===== config.mk =====
export PLATFORM = sky130hd
export DESIGN_NAME = flash_ctrl_device_flat
export DESIGN_NICKNAME = d
export VERILOG_FILES = /design/src/flash_ctrl_pkg.sv /design/src/flash_link_if.sv /design/src/flash_ctrl_device.sv /design/src/flat_wrapper.sv
export SDC_FILE = /design/constraint.sdc
export NUM_CORES = 1
export LEC_CHECK = 0
export BUFFER_PORTS_ARGS = -buffer_cell sky130_fd_sc_hd__clkbuf_2
export CELL_PAD_IN_SITES_DETAIL_PLACEMENT = 1
export CELL_PAD_IN_SITES_GLOBAL_PLACEMENT = 1
export CORE_ASPECT_RATIO = 0.5
export CORE_UTILIZATION = 41
export CTS_CLUSTER_SIZE = 25
export DETAILED_ROUTE_END_ITERATION = 10
export PLACE_DENSITY_LB_ADDON = 0.1
export SLEW_MARGIN = 0
export SYNTH_ARGS = -nofsm -noshare
export SYNTH_HDL_FRONTEND = slang
export SYNTH_SLANG_ARGS = --single-unit

===== constraint.sdc =====
create_clock -name sys_clk -period 3 [get_ports sys_clk]
set_clock_uncertainty 0.2 [all_clocks]
set_input_delay 0.6 -clock sys_clk [delete_from_list [all_inputs] [get_ports sys_clk]]
set_output_delay 0.6 -clock sys_clk [all_outputs]
set_load 0.005 [all_outputs]

===== src/flash_ctrl_pkg.sv =====
// shared constants for the flash unlock, read and erase controller
package flash_ctrl_pkg;
   localparam int          ADDR_W          = 22;
   localparam int          INC_W           = 21;
   localparam logic [7:0]  KEY_WORD_1      = 8'h55;
   localparam logic [7:0]  KEY_WORD_2      = 8'hAA;
   localparam logic [7:0]  KEY_SECTOR_PROGRAM_GO_1     = 8'hDD;
   localparam logic [7:0]  KEY_SECTOR_PROGRAM_GO_2     = 8'h22;
   localparam logic [7:0]  KEY_ERASE_1     = 8'hCC;
   localparam logic [7:0]  KEY_ERASE_2     = 8'h33;
   localparam logic [7:0]  KEY_READ_1      = 8'hBB;
   localparam logic [7:0]  KEY_READ_2      = 8'h44;
   localparam int          SECTOR_LSB      = 8;
   // avalon register word addresses (byte offset / 4)
   localparam logic [3:0]  REG_KEY         = 4'h0;
   localparam logic [3:0]  REG_CMD         = 4'h1;
   localparam logic [3:0]  REG_CTRL        = 4'h2;
   localparam logic [3:0]  REG_TADDR       = 4'h3;
   localparam logic [3:0]  REG_PTR         = 4'h4;
   localparam logic [3:0]  REG_FETCH       = 4'h5;
   localparam logic [3:0]  REG_LATCH       = 4'h6;
   // op_command_reg bits
   localparam int          CMD_WORD        = 0;
   localparam int          CMD_SECTOR_PROGRAM_GO       = 1;
   localparam int          CMD_ERASE       = 2;
   localparam int          CMD_SECTOR_FETCH_GO       = 3;
   // op_control_reg bits
   localparam int          CTL_EN          = 0;
   localparam int          CTL_FAULT       = 1;
   localparam int          CTL_DONE        = 2;
   localparam int          CTL_IRQ_EN      = 3;
   localparam int          CTL_BUSY        = 4;
   // fetch modes
   localparam logic [1:0]  FETCH_PLAIN     = 2'h0;
   localparam logic [1:0]  FETCH_POST_INC  = 2'h1;
   localparam logic [1:0]  FETCH_POST_DEC  = 2'h2;
   localparam logic [1:0]  FETCH_PRE_INC   = 2'h3;
   // timing
   localparam int          CLK_HZ          = 25_000_000;
   localparam int          ERASE_TIME_US   = 10_000;
   localparam int          ERASE_CYCLES    = ERASE_TIME_US * (CLK_HZ / 1_000_000);
   localparam int          FLASH_WORDS     = 32768;
endpackage


===== src/flash_link_if.sv =====
// interface between the processor-side host and the flash controller
`timescale 1ns/1ps
interface flash_link_if;
   logic        reg_wr;
   logic [3:0]  reg_addr;
   logic [23:0] reg_wdata;
   logic        fetch_req;
   logic [1:0]  fetch_mode;
   logic [7:0]  latch_data;
   logic [7:0]  ctrl_rd;
   logic [21:0] ptr_rd;
   logic        cpu_stall;
   logic        done_irq;
   logic        flash_rd_en;
   logic [20:0] flash_addr;
   logic [15:0] flash_rdata;
   logic        erase_go;
   logic [13:0] erase_sector;
   logic        erase_abort;
   logic        disturb;
   modport device (input reg_wr, reg_addr, reg_wdata, fetch_req, fetch_mode, disturb,
                   flash_rdata, erase_abort,
                   output latch_data, ctrl_rd, ptr_rd, cpu_stall, done_irq,
                   flash_rd_en, flash_addr, erase_go, erase_sector);
   modport host (output reg_wr, reg_addr, reg_wdata, fetch_req, fetch_mode, disturb,
                 input latch_data, ctrl_rd, ptr_rd, cpu_stall, done_irq);
endinterface


===== src/flash_ctrl_device.sv =====
// flash controller: byte fetch, unlock checking, sector erase
// Notes on behaviour
// - byte fetch loads one flash byte into latch
// - stall cpu during fetch, latch valid next
// - pointer bit zero picks high or low byte
// - key pairs arm word, sector write, read
// - CCh then 33h arms erase
// - software writes keys then operation bit
// - disturbed or late sequence cancels operation
// - program flash operations stall the cpu
// - software disables interrupts around unlock
// - protected operations need successful unlock
// - erase unit is one whole sector
// - address bits 21:8 pick sector, rest ignored
// - enable bit required, erase bit starts erase
// - software loads address, enables, unlocks, erases
// - protected address clears erase, sets fault
// - completion clears erase bit, sets done, irq
// - erase keeps enable bit unchanged
// - internal timer ends erase, cpu halted
// - cut-short erase sets fault flag
// - invalid address erase sets fault flag
// - fetch may auto step pointer before/after
// - pointer 22 bits, top bit config space
// - stepping changes only low 21 bits
//
// The Avalon-MM register port and the register addresses were decided locally.
`timescale 1ns/1ps
module flash_ctrl_device
   import flash_ctrl_pkg::*;
#(
   parameter int ERASE_CNT = ERASE_CYCLES,
   parameter int WP_SECTOR_LIMIT = 0
) (
   // clock and reset
   input  wire logic sys_clk,
   input  wire logic nrst,
   // link
   flash_link_if.device lnk,
   // write protection from configuration
   input  wire logic [13:0] wp_below_sector
);
   import flash_ctrl_pkg::*;

   initial begin
      if (ERASE_CNT < 1) $error("ERASE_CNT must be positive");
   end

   typedef enum logic [1:0] {K_IDLE, K_FIRST, K_ARMED} key_e;
   typedef enum logic [1:0] {OP_IDLE, OP_FETCH, OP_ERASE} op_e;

   key_e        key_reg;
   op_e         op_reg;
   logic [7:0]  first_reg;
   logic [3:0]  armed_reg;
   logic [3:0]  cmd_reg;
   logic        en_reg;
   logic        fault_reg;
   logic        done_reg;
   logic        irq_en_reg;
   logic [21:0] taddr_reg;
   logic [21:0] ptr_reg;
   logic [7:0]  latch_reg;
   logic [1:0]  mode_reg;
   logic [31:0] cnt_reg;

   wire key_wr  = lnk.reg_wr && lnk.reg_addr == REG_KEY;
   wire cmd_wr  = lnk.reg_wr && lnk.reg_addr == REG_CMD;
   wire ctl_wr  = lnk.reg_wr && lnk.reg_addr == REG_CTRL;
   wire [7:0] kv = lnk.reg_wdata[7:0];
   // second key decode selects which operation is armed
   wire [3:0] pair_ok = {first_reg == KEY_READ_1  && kv == KEY_READ_2,
                         first_reg == KEY_ERASE_1 && kv == KEY_ERASE_2,
                         first_reg == KEY_SECTOR_PROGRAM_GO_1 && kv == KEY_SECTOR_PROGRAM_GO_2,
                         first_reg == KEY_WORD_1  && kv == KEY_WORD_2};
   wire first_ok = kv == KEY_WORD_1 || kv == KEY_SECTOR_PROGRAM_GO_1 ||
                   kv == KEY_ERASE_1 || kv == KEY_READ_1;
   wire [13:0] sector  = taddr_reg[21:SECTOR_LSB];
   wire addr_bad = taddr_reg[21] || (taddr_reg[20:0] >= 21'(2 * FLASH_WORDS));
   wire wp_hit   = sector < wp_below_sector;
   wire erase_req = cmd_wr && lnk.reg_wdata[CMD_ERASE] && key_reg == K_ARMED
                    && armed_reg[CMD_ERASE] && en_reg && !lnk.disturb;
   wire erase_ok  = erase_req && !wp_hit && !addr_bad;
   wire erase_end = op_reg == OP_ERASE && cnt_reg == 32'(ERASE_CNT - 1);
   wire erase_cut = op_reg == OP_ERASE && lnk.erase_abort;
   wire [21:0] ptr_step = lnk.fetch_mode == FETCH_POST_DEC ?
                          {ptr_reg[21], ptr_reg[20:0] - 21'h1} :
                          {ptr_reg[21], ptr_reg[20:0] + 21'h1};
   wire [21:0] fetch_addr = lnk.fetch_mode == FETCH_PRE_INC ? ptr_step : ptr_reg;
   wire fetch_start = lnk.fetch_req && op_reg == OP_IDLE;

   assign lnk.latch_data   = latch_reg;
   assign lnk.ptr_rd       = ptr_reg;
   assign lnk.ctrl_rd      = {3'h0, op_reg != OP_IDLE, irq_en_reg, done_reg, fault_reg, en_reg};
   assign lnk.cpu_stall    = op_reg != OP_IDLE || fetch_start;
   assign lnk.done_irq     = done_reg && irq_en_reg;
   assign lnk.flash_rd_en  = op_reg == OP_FETCH;
   assign lnk.flash_addr   = ptr_reg[20:0];
   assign lnk.erase_go     = op_reg == OP_ERASE;
   assign lnk.erase_sector = sector;

   // unlock sequencer: must advance on consecutive cycles
   always_ff @(posedge sys_clk or negedge nrst) begin
      if (!nrst) begin
         key_reg   <= K_IDLE;
         first_reg <= 8'h00;
         armed_reg <= 4'h0;
      end else if (lnk.disturb) begin
         key_reg   <= K_IDLE;
         armed_reg <= 4'h0;
      end else begin
         unique case (key_reg)
            K_IDLE: if (key_wr && first_ok) begin
               key_reg   <= K_FIRST;
               first_reg <= kv;
            end
            K_FIRST: if (key_wr && |pair_ok) begin
               key_reg   <= K_ARMED;
               armed_reg <= pair_ok;
            end else begin
               key_reg <= K_IDLE;
            end
            K_ARMED: begin
               key_reg   <= K_IDLE;
               armed_reg <= 4'h0;
            end
         endcase
      end
   end

   // operation sequencer
   always_ff @(posedge sys_clk or negedge nrst) begin
      if (!nrst) begin
         op_reg    <= OP_IDLE;
         cnt_reg   <= 32'h0;
         latch_reg <= 8'h00;
         mode_reg  <= FETCH_PLAIN;
      end else begin
         unique case (op_reg)
            OP_IDLE: if (erase_ok) begin
               op_reg  <= OP_ERASE;
               cnt_reg <= 32'h0;
            end else if (fetch_start) begin
               op_reg   <= OP_FETCH;
               mode_reg <= lnk.fetch_mode;
            end
            OP_FETCH: begin
               latch_reg <= ptr_reg[0] ? lnk.flash_rdata[15:8]
                                       : lnk.flash_rdata[7:0];
               op_reg    <= OP_IDLE;
            end
            OP_ERASE: begin
               cnt_reg <= cnt_reg + 32'h1;
               if (erase_end || erase_cut) op_reg <= OP_IDLE;
            end
            default: op_reg <= OP_IDLE;
         endcase
      end
   end

   // registers written by software, pointer and flags
   always_ff @(posedge sys_clk or negedge nrst) begin
      if (!nrst) begin
         cmd_reg    <= 4'h0;
         en_reg     <= 1'b0;
         fault_reg  <= 1'b0;
         done_reg   <= 1'b0;
         irq_en_reg <= 1'b0;
         taddr_reg  <= 22'h0;
         ptr_reg    <= 22'h0;
      end else begin
         if (lnk.reg_wr && lnk.reg_addr == REG_TADDR && op_reg == OP_IDLE)
            taddr_reg <= lnk.reg_wdata[21:0];
         if (lnk.reg_wr && lnk.reg_addr == REG_PTR && op_reg == OP_IDLE)
            ptr_reg <= lnk.reg_wdata[21:0];
         else if (fetch_start)
            ptr_reg <= fetch_addr;
         else if (op_reg == OP_FETCH && mode_reg != FETCH_PLAIN && mode_reg != FETCH_PRE_INC)
            ptr_reg <= mode_reg == FETCH_POST_DEC ? {ptr_reg[21], ptr_reg[20:0] - 21'h1}
                                                  : {ptr_reg[21], ptr_reg[20:0] + 21'h1};
         if (ctl_wr) begin
            en_reg     <= lnk.reg_wdata[CTL_EN];
            irq_en_reg <= lnk.reg_wdata[CTL_IRQ_EN];
         end
         cmd_reg[CMD_ERASE] <= erase_ok ? 1'b1 :
                               (erase_end || erase_cut) ? 1'b0 : cmd_reg[CMD_ERASE];
         cmd_reg[CMD_WORD]  <= 1'b0;
         cmd_reg[CMD_SECTOR_PROGRAM_GO] <= 1'b0;
         cmd_reg[CMD_SECTOR_FETCH_GO] <= 1'b0;
         // fault and done: set wins over a software clear
         if ((erase_req && (wp_hit || addr_bad)) || erase_cut)
            fault_reg <= 1'b1;
         else if (ctl_wr && !lnk.reg_wdata[CTL_FAULT])
            fault_reg <= 1'b0;
         if (erase_end && !erase_cut)
            done_reg <= 1'b1;
         else if (ctl_wr && !lnk.reg_wdata[CTL_DONE])
            done_reg <= 1'b0;
      end
   end
endmodule


===== src/flat_wrapper.sv =====
// flat-port wrapper written by rule: the top's interface ports become plain ports
module flash_ctrl_device_flat import flash_ctrl_pkg::*;
#(
   parameter int ERASE_CNT = ERASE_CYCLES,
   parameter int WP_SECTOR_LIMIT = 0
)
  (sys_clk, nrst, wp_below_sector, lnk_reg_wr, lnk_reg_addr, lnk_reg_wdata, lnk_fetch_req, lnk_fetch_mode, lnk_disturb, lnk_flash_rdata, lnk_erase_abort, lnk_latch_data, lnk_ctrl_rd, lnk_ptr_rd, lnk_cpu_stall, lnk_done_irq, lnk_flash_rd_en, lnk_flash_addr, lnk_erase_go, lnk_erase_sector);
  flash_link_if lnk_i ();
  input  wire logic sys_clk;
  input  wire logic nrst;
  input  wire logic [13:0] wp_below_sector;
  input wire logic [$bits(lnk_i.reg_wr)-1:0] lnk_reg_wr;
  input wire logic [$bits(lnk_i.reg_addr)-1:0] lnk_reg_addr;
  input wire logic [$bits(lnk_i.reg_wdata)-1:0] lnk_reg_wdata;
  input wire logic [$bits(lnk_i.fetch_req)-1:0] lnk_fetch_req;
  input wire logic [$bits(lnk_i.fetch_mode)-1:0] lnk_fetch_mode;
  input wire logic [$bits(lnk_i.disturb)-1:0] lnk_disturb;
  input wire logic [$bits(lnk_i.flash_rdata)-1:0] lnk_flash_rdata;
  input wire logic [$bits(lnk_i.erase_abort)-1:0] lnk_erase_abort;
  output wire logic [$bits(lnk_i.latch_data)-1:0] lnk_latch_data;
  output wire logic [$bits(lnk_i.ctrl_rd)-1:0] lnk_ctrl_rd;
  output wire logic [$bits(lnk_i.ptr_rd)-1:0] lnk_ptr_rd;
  output wire logic [$bits(lnk_i.cpu_stall)-1:0] lnk_cpu_stall;
  output wire logic [$bits(lnk_i.done_irq)-1:0] lnk_done_irq;
  output wire logic [$bits(lnk_i.flash_rd_en)-1:0] lnk_flash_rd_en;
  output wire logic [$bits(lnk_i.flash_addr)-1:0] lnk_flash_addr;
  output wire logic [$bits(lnk_i.erase_go)-1:0] lnk_erase_go;
  output wire logic [$bits(lnk_i.erase_sector)-1:0] lnk_erase_sector;
  assign lnk_i.reg_wr = lnk_reg_wr;
  assign lnk_i.reg_addr = lnk_reg_addr;
  assign lnk_i.reg_wdata = lnk_reg_wdata;
  assign lnk_i.fetch_req = lnk_fetch_req;
  assign lnk_i.fetch_mode = lnk_fetch_mode;
  assign lnk_i.disturb = lnk_disturb;
  assign lnk_i.flash_rdata = lnk_flash_rdata;
  assign lnk_i.erase_abort = lnk_erase_abort;
  assign lnk_latch_data = lnk_i.latch_data;
  assign lnk_ctrl_rd = lnk_i.ctrl_rd;
  assign lnk_ptr_rd = lnk_i.ptr_rd;
  assign lnk_cpu_stall = lnk_i.cpu_stall;
  assign lnk_done_irq = lnk_i.done_irq;
  assign lnk_flash_rd_en = lnk_i.flash_rd_en;
  assign lnk_flash_addr = lnk_i.flash_addr;
  assign lnk_erase_go = lnk_i.erase_go;
  assign lnk_erase_sector = lnk_i.erase_sector;
  flash_ctrl_device #(.ERASE_CNT(ERASE_CNT), .WP_SECTOR_LIMIT(WP_SECTOR_LIMIT)) u_core (.sys_clk(sys_clk), .nrst(nrst), .lnk(lnk_i), .wp_below_sector(wp_below_sector));
endmodule

; Yosys cells after proc, flatten, opt, wreduce, memory -nomap -nowiden
; Cells that the tools add are included.
[word_totals]
ff_bits = 105
inputBits = 66
output_inout_bits = 77
word_cells = 137
[classes]
add_sub_neg = 3
n_lt_le_gt_ge = 2
n_eq_ne = 31
muxes = 24
bitwise = 2
reduce_logical = 61
[op_table]
columns = operator, count
row1 = $mux 22, 4
row2 = $pmux 32 s2, 1
row3 = $eq 8x8->1 const B, 7
row4 = $mux 21, 2
row5 = $add 32x1->32 const B, 1
row6 = $eq 32x18->1 const B, 1
row7 = $mux 32, 1
row8 = $logic_and 1x1->1, 30
row9 = $eq 8x7->1 const B, 3
row10 = $add 21x1->21 const B, 1
row11 = $ge 21x17->1 const B, 1
row12 = $sub 21x1->21 const B, 1
row13 = $eq 8x6->1 const B, 2
row14 = $lt 14x14->1, 1
row15 = $mux 2, 6
row16 = $eq 2x2->1 const B, 5
row17 = $reduce_bool 2->1, 5
row18 = $eq 4x2->1 const B, 2
row19 = $logic_or 1x1->1, 8
row20 = $mux 8, 1
row21 = $reduce_and 2->1, 4
row22 = $logic_not 1->1, 6
row23 = $mux 3, 2
row24 = $ne 3x2->1 const B, 2
row25 = other kinds (17), 26

; Logic depth before layout (Yosys ltp)
[logic_depth]
word_depth = 11
ltp_mapped = 10
ltp_nobuf = 8

; Worst setup path before layout
; No wires, ideal clock.
[synth_path]
kind = in2reg
start = input port wp_below_sector[5]
end = register u_core.cnt_reg[10]
setup_time_ns = 0.136
t_arrival_ns = 2.468
t_required_ns = 2.664
path_slack_ns = 0.196
stages = 9
n_path_buf = 1
path_cell_list = inv_1 ha_1 nand2_1 o21ai_0 a221o_1 a41oi_1 nor3_1 clkbuf_1 a21oi_1
[synth_via]
elab_chain_cells = 6
[synth_lines]
columns = item, line
row1 = start: declaration, flat_wrapper.sv:11  ; input wire logic [13:0] wp_below_sector;
row2 = $lt 14x14->1, flash_ctrl_device.sv:80  ; wire wp_hit = sector < wp_below_sector;
row3 = $logic_not 1->1, flash_ctrl_device.sv:83  ; wire erase_ok = erase_req && !wp_hit && !addr_bad;
row4 = $logic_and 1x1->1 (2 in a row), flash_ctrl_device.sv:83
row5 = $ne 2x1->1 (no line), n/a
row6 = $reduce_and 2->1 (no line), n/a
row7 = end signal: assignment, flash_ctrl_device.sv:153  ; cnt_reg <= cnt_reg + 32'h1;
row8 = end: declaration, flash_ctrl_device.sv:65  ; logic [31:0] cnt_reg;
; Every way passes these cells.
; A chain may end at the register's enable or synchronous reset.

; Final worst setup path
[layout_path]
start = register u_core.key_reg[0]
end = register u_core.cnt_reg[2]
[layout_via]
elab_chain_cells = 9
[layout_lines]
columns = item, line
row1 = start: declaration, flash_ctrl_device.sv:52  ; key_e key_reg;
row2 = start signal: assignment, flash_ctrl_device.sv:105  ; key_reg <= K_IDLE;
row3 = start signal: assignment, flash_ctrl_device.sv:109  ; key_reg <= K_IDLE;
row4 = start signal: assignment, flash_ctrl_device.sv:114  ; key_reg <= K_FIRST;
row5 = $eq 2x2->1, flash_ctrl_device.sv:81  ; wire erase_req = cmd_wr && lnk.reg_wdata[CMD_ERASE] && key_reg == K_ARMED
row6 = $logic_and 1x1->1, flash_ctrl_device.sv:81
row7 = $logic_and 1x1->1 (3 in a row), flash_ctrl_device.sv:82  ; && armed_reg[CMD_ERASE] && en_reg && !lnk.disturb;
row8 = $logic_and 1x1->1 (2 in a row), flash_ctrl_device.sv:83
row9 = $ne 2x1->1 (no line), n/a
row10 = $reduce_and 2->1 (no line), n/a
; Every way passes these cells.

==> results.md <==
* Initial antenna violation count at 0
* Clock Sinks at 95
* Die area at 0.0156 mm^2
* Mapped Cells at 684
* CP required at between 3000 and 4000 ps
* Fin nets at between 800 and 900
* Initial Util at 42.4%
* FF+latch count, synth at 95
* Post-synthesis cell type count at 61
* Power density over cell area at 554 mW/mm^2
* CP max-delay cell: or4_4
* Row Count at 31
* Worst vdd ir at 0.000251 V
* DRT Pass-1 Iters at 4
* # Post-CTS Setup Buffers at 0
* Layout Utilization at 50.4%
* GRT Total Usage at 23.4%
* Adder-cell share of the synthesized area at around 3.8%
* Tot Pwr at 4.07 mW
* CP cell instances: inv_1 -> ha_1 -> nand4_1 -> or4_4 -> a211oi_2 -> a211oi_4 -> buf_4 -> or2_2 -> a221o_1
* Static leakage at 3.29 nW
* Worst-path fanout max at 11
* Post-CTS Hold Fix Bufs at 0
* Max_cap viols at 0
* Post-synth top cells: dfrtp_1, nand2_1, a21oi_1
* Worst Hold Class: input pin to asynchronous set/reset pin
* Simple-gate share of the synthesized area at 25.5%
* Top post-synthesis cells by area: dfrtp_1, buf_4, mux2_2
* DRT iter0 DRCs at 258
* WHS at 51.4 ps
* RSZ-0062 raised after global routing: no
* Multiplexer share of the synthesized area at 7.52%
* Fin crit share at between 90% and 100%
* Most common cell in the synthesized netlist: dfrtp_1
* CORE AREA at 0.0146 mm^2
* CP arrival at 2870 ps
* Pin count of the biggest net entering global routing at 46
* Clock insertion delay at the later pin of the skew report at 350 ps
* Post-synth top flop: dfrtp_1
* Number of flip-flops in the largest register at 32
* Diode count at 0
* Fin. max-slew vios at 0
* FMAX at 352 MHz
* Yosys warns at 0
* Detail Placement HPWL at 13200 um
* Reg2reg start: u_core.key_reg[0]
* Compound-Gate Fraction of Synth Area at 14.2%
* Outcome: finished, final reports clean
* Largest area contributor in the netlist: dfrtp_1
* Worst-Margin Slew at 594 ps
* Layout cells sized above 1 at 29.0%
* Register-to-register path setup slack at 160 ps
* Die extent in x at 176 um
* Post-route ant nets at 0
* Largest family of logic cells by synthesized area: simple AND/OR/NAND/NOR gates
* Clock input transition at the sequential cells of the worst setup and hold paths at 70 ps
* CP max stage delay at 540 ps
* Setup Crit Path Kind: register to register
* Vias post-DR at 5682
* Cell area after synthesis at 0.00619 mm^2
* Maximum root-to-sink buffer count at 2
* Final Hold Vio Count at 0
* WL/cell at 17.7 um
* GP Congestion at 0.817
* Seq/Total Area, Yosys at 38.4%
* PortBufs at 137
* Async SR Flop Fraction at 100%
* CP Launch Point: u_core.key_reg[0]
* Yosys top cell area share at 38.4%
* CTS Buf Count at 9
* H-tree depth at 3
* Avg Cell Area, Syn at between 9 and 10 um^2
* Grt ovf at 0
* Final wirelength at roughly 18000 um
* P&R area growth vs syn at 18.7%
* Startpoint Class: register
* Minimum clock period at 2840 ps
* Ports at 143
* Via density at 5.66
* Post-synth EDFFs at 0
* Worst Setup End Kind: register
* Post-Synth XOR/XNOR Area at approximately 1.8%
* # resized after CTS at 0
* TritonCTS clock tree: yes
* First-pass GRT wire length at 28800 um
* # DRC at 0
* Setup violators final at 0
* Die height at a little under 90 um
* Worst relative slew slack at 59.4%
* Root buffer cell: clkbuf_16
* Vias in the first global route at 5615
logic make-up (layout without fill, tap and decap cells):
family	count (synthesis)	count (layout)
other cells	1	3
compound gates	142	142
flops	95	95
xor+xnor	13	13
fa+ha+maj	19	19
mux	43	43
simple gates	274	274
buf+inv	97	217
area by class of cell:
type / count / area, um^2
fill: 1753 / 7240
clock buffer: 11 / 243
sequential: 95 / 2380
multi-input combinational: 494 / 3300
inverter: 20 / 75.1
tap: 198 / 248
timing repair buffer: 183 / 1060
clock inverter: 3 / 45.0
per-stage QoR:
stage | setup slack, ps | area, um^2 | TNS, ps | std cells
floorplan | 196 | 6190 | 0 | 686
global placement | -5.24 | 7060 | -5.24 | 990
detailed placement | -30.6 | 7060 | -217 | 990
CTS | 149 | 7350 | 0 | 1004
global route | 31.6 | 7350 | 0 | 1004
finish | 156 | 7350 | 0 | 1004
routing by layer:
layer,vias up,share of wire (%),global-route usage (%)
met5,-,0,0
met3,16,3.2,3.61
li1,2726,-,-
met4,0,1.1,5.30
met2,107,49,41.2
met1,2833,47,30.8
critical path, delay by kind of cell (launching register included):
family / cells / cell delay, ps
DFF: 1 / 380
adders and majority gates: 1 / 210
and+or+nand+nor: 3 / 950
AOI/OAI and AO/OA: 3 / 680
buffers and inverters: 2 / 300
placed cells by master, fill, tap and decap left out, types with 12 or more instances in the layout:
master,netlist,layout
inv_1,20,20
mux2_2,28,28
or3_1,21,21
or4_1,17,17
nand2_1,62,62
buf_4,42,45
ha_1,19,19
clkbuf_2,1,136
mux2i_1,15,15
nand4_1,21,21
nor2_1,28,28
nand3_1,27,27
nor4_1,12,12
o21ai_0,39,39
nor3_1,15,14
a21oi_1,47,47
o31ai_1,16,16
dfrtp_1,95,95
report_power, final:
group | switching [mW] | leakage [nW] | internal (mW)
sequential | 0.248 | 1.23 | 1.46
combinational | 0.620 | 1.93 | 0.591
clock | 0.487 | 0.134 | 0.660
worst paths after layout:
| path | end | cells after the start |
|---|---|---|
| min reg2reg | u_core.lnk.ptr_rd[21] | 2 |
| min | u_core.taddr_reg[9] | 1 |
| min in group sys_clk | u_core.lnk.ptr_rd[21] | 3 |
| max | u_core.cnt_reg[2] | 9 |
| max reg2reg | u_core.cnt_reg[2] | 9 |
| max in group asynchronous | u_core.cnt_reg[7] | 2 |
Note: power is estimated with default switching activity, not from simulation.
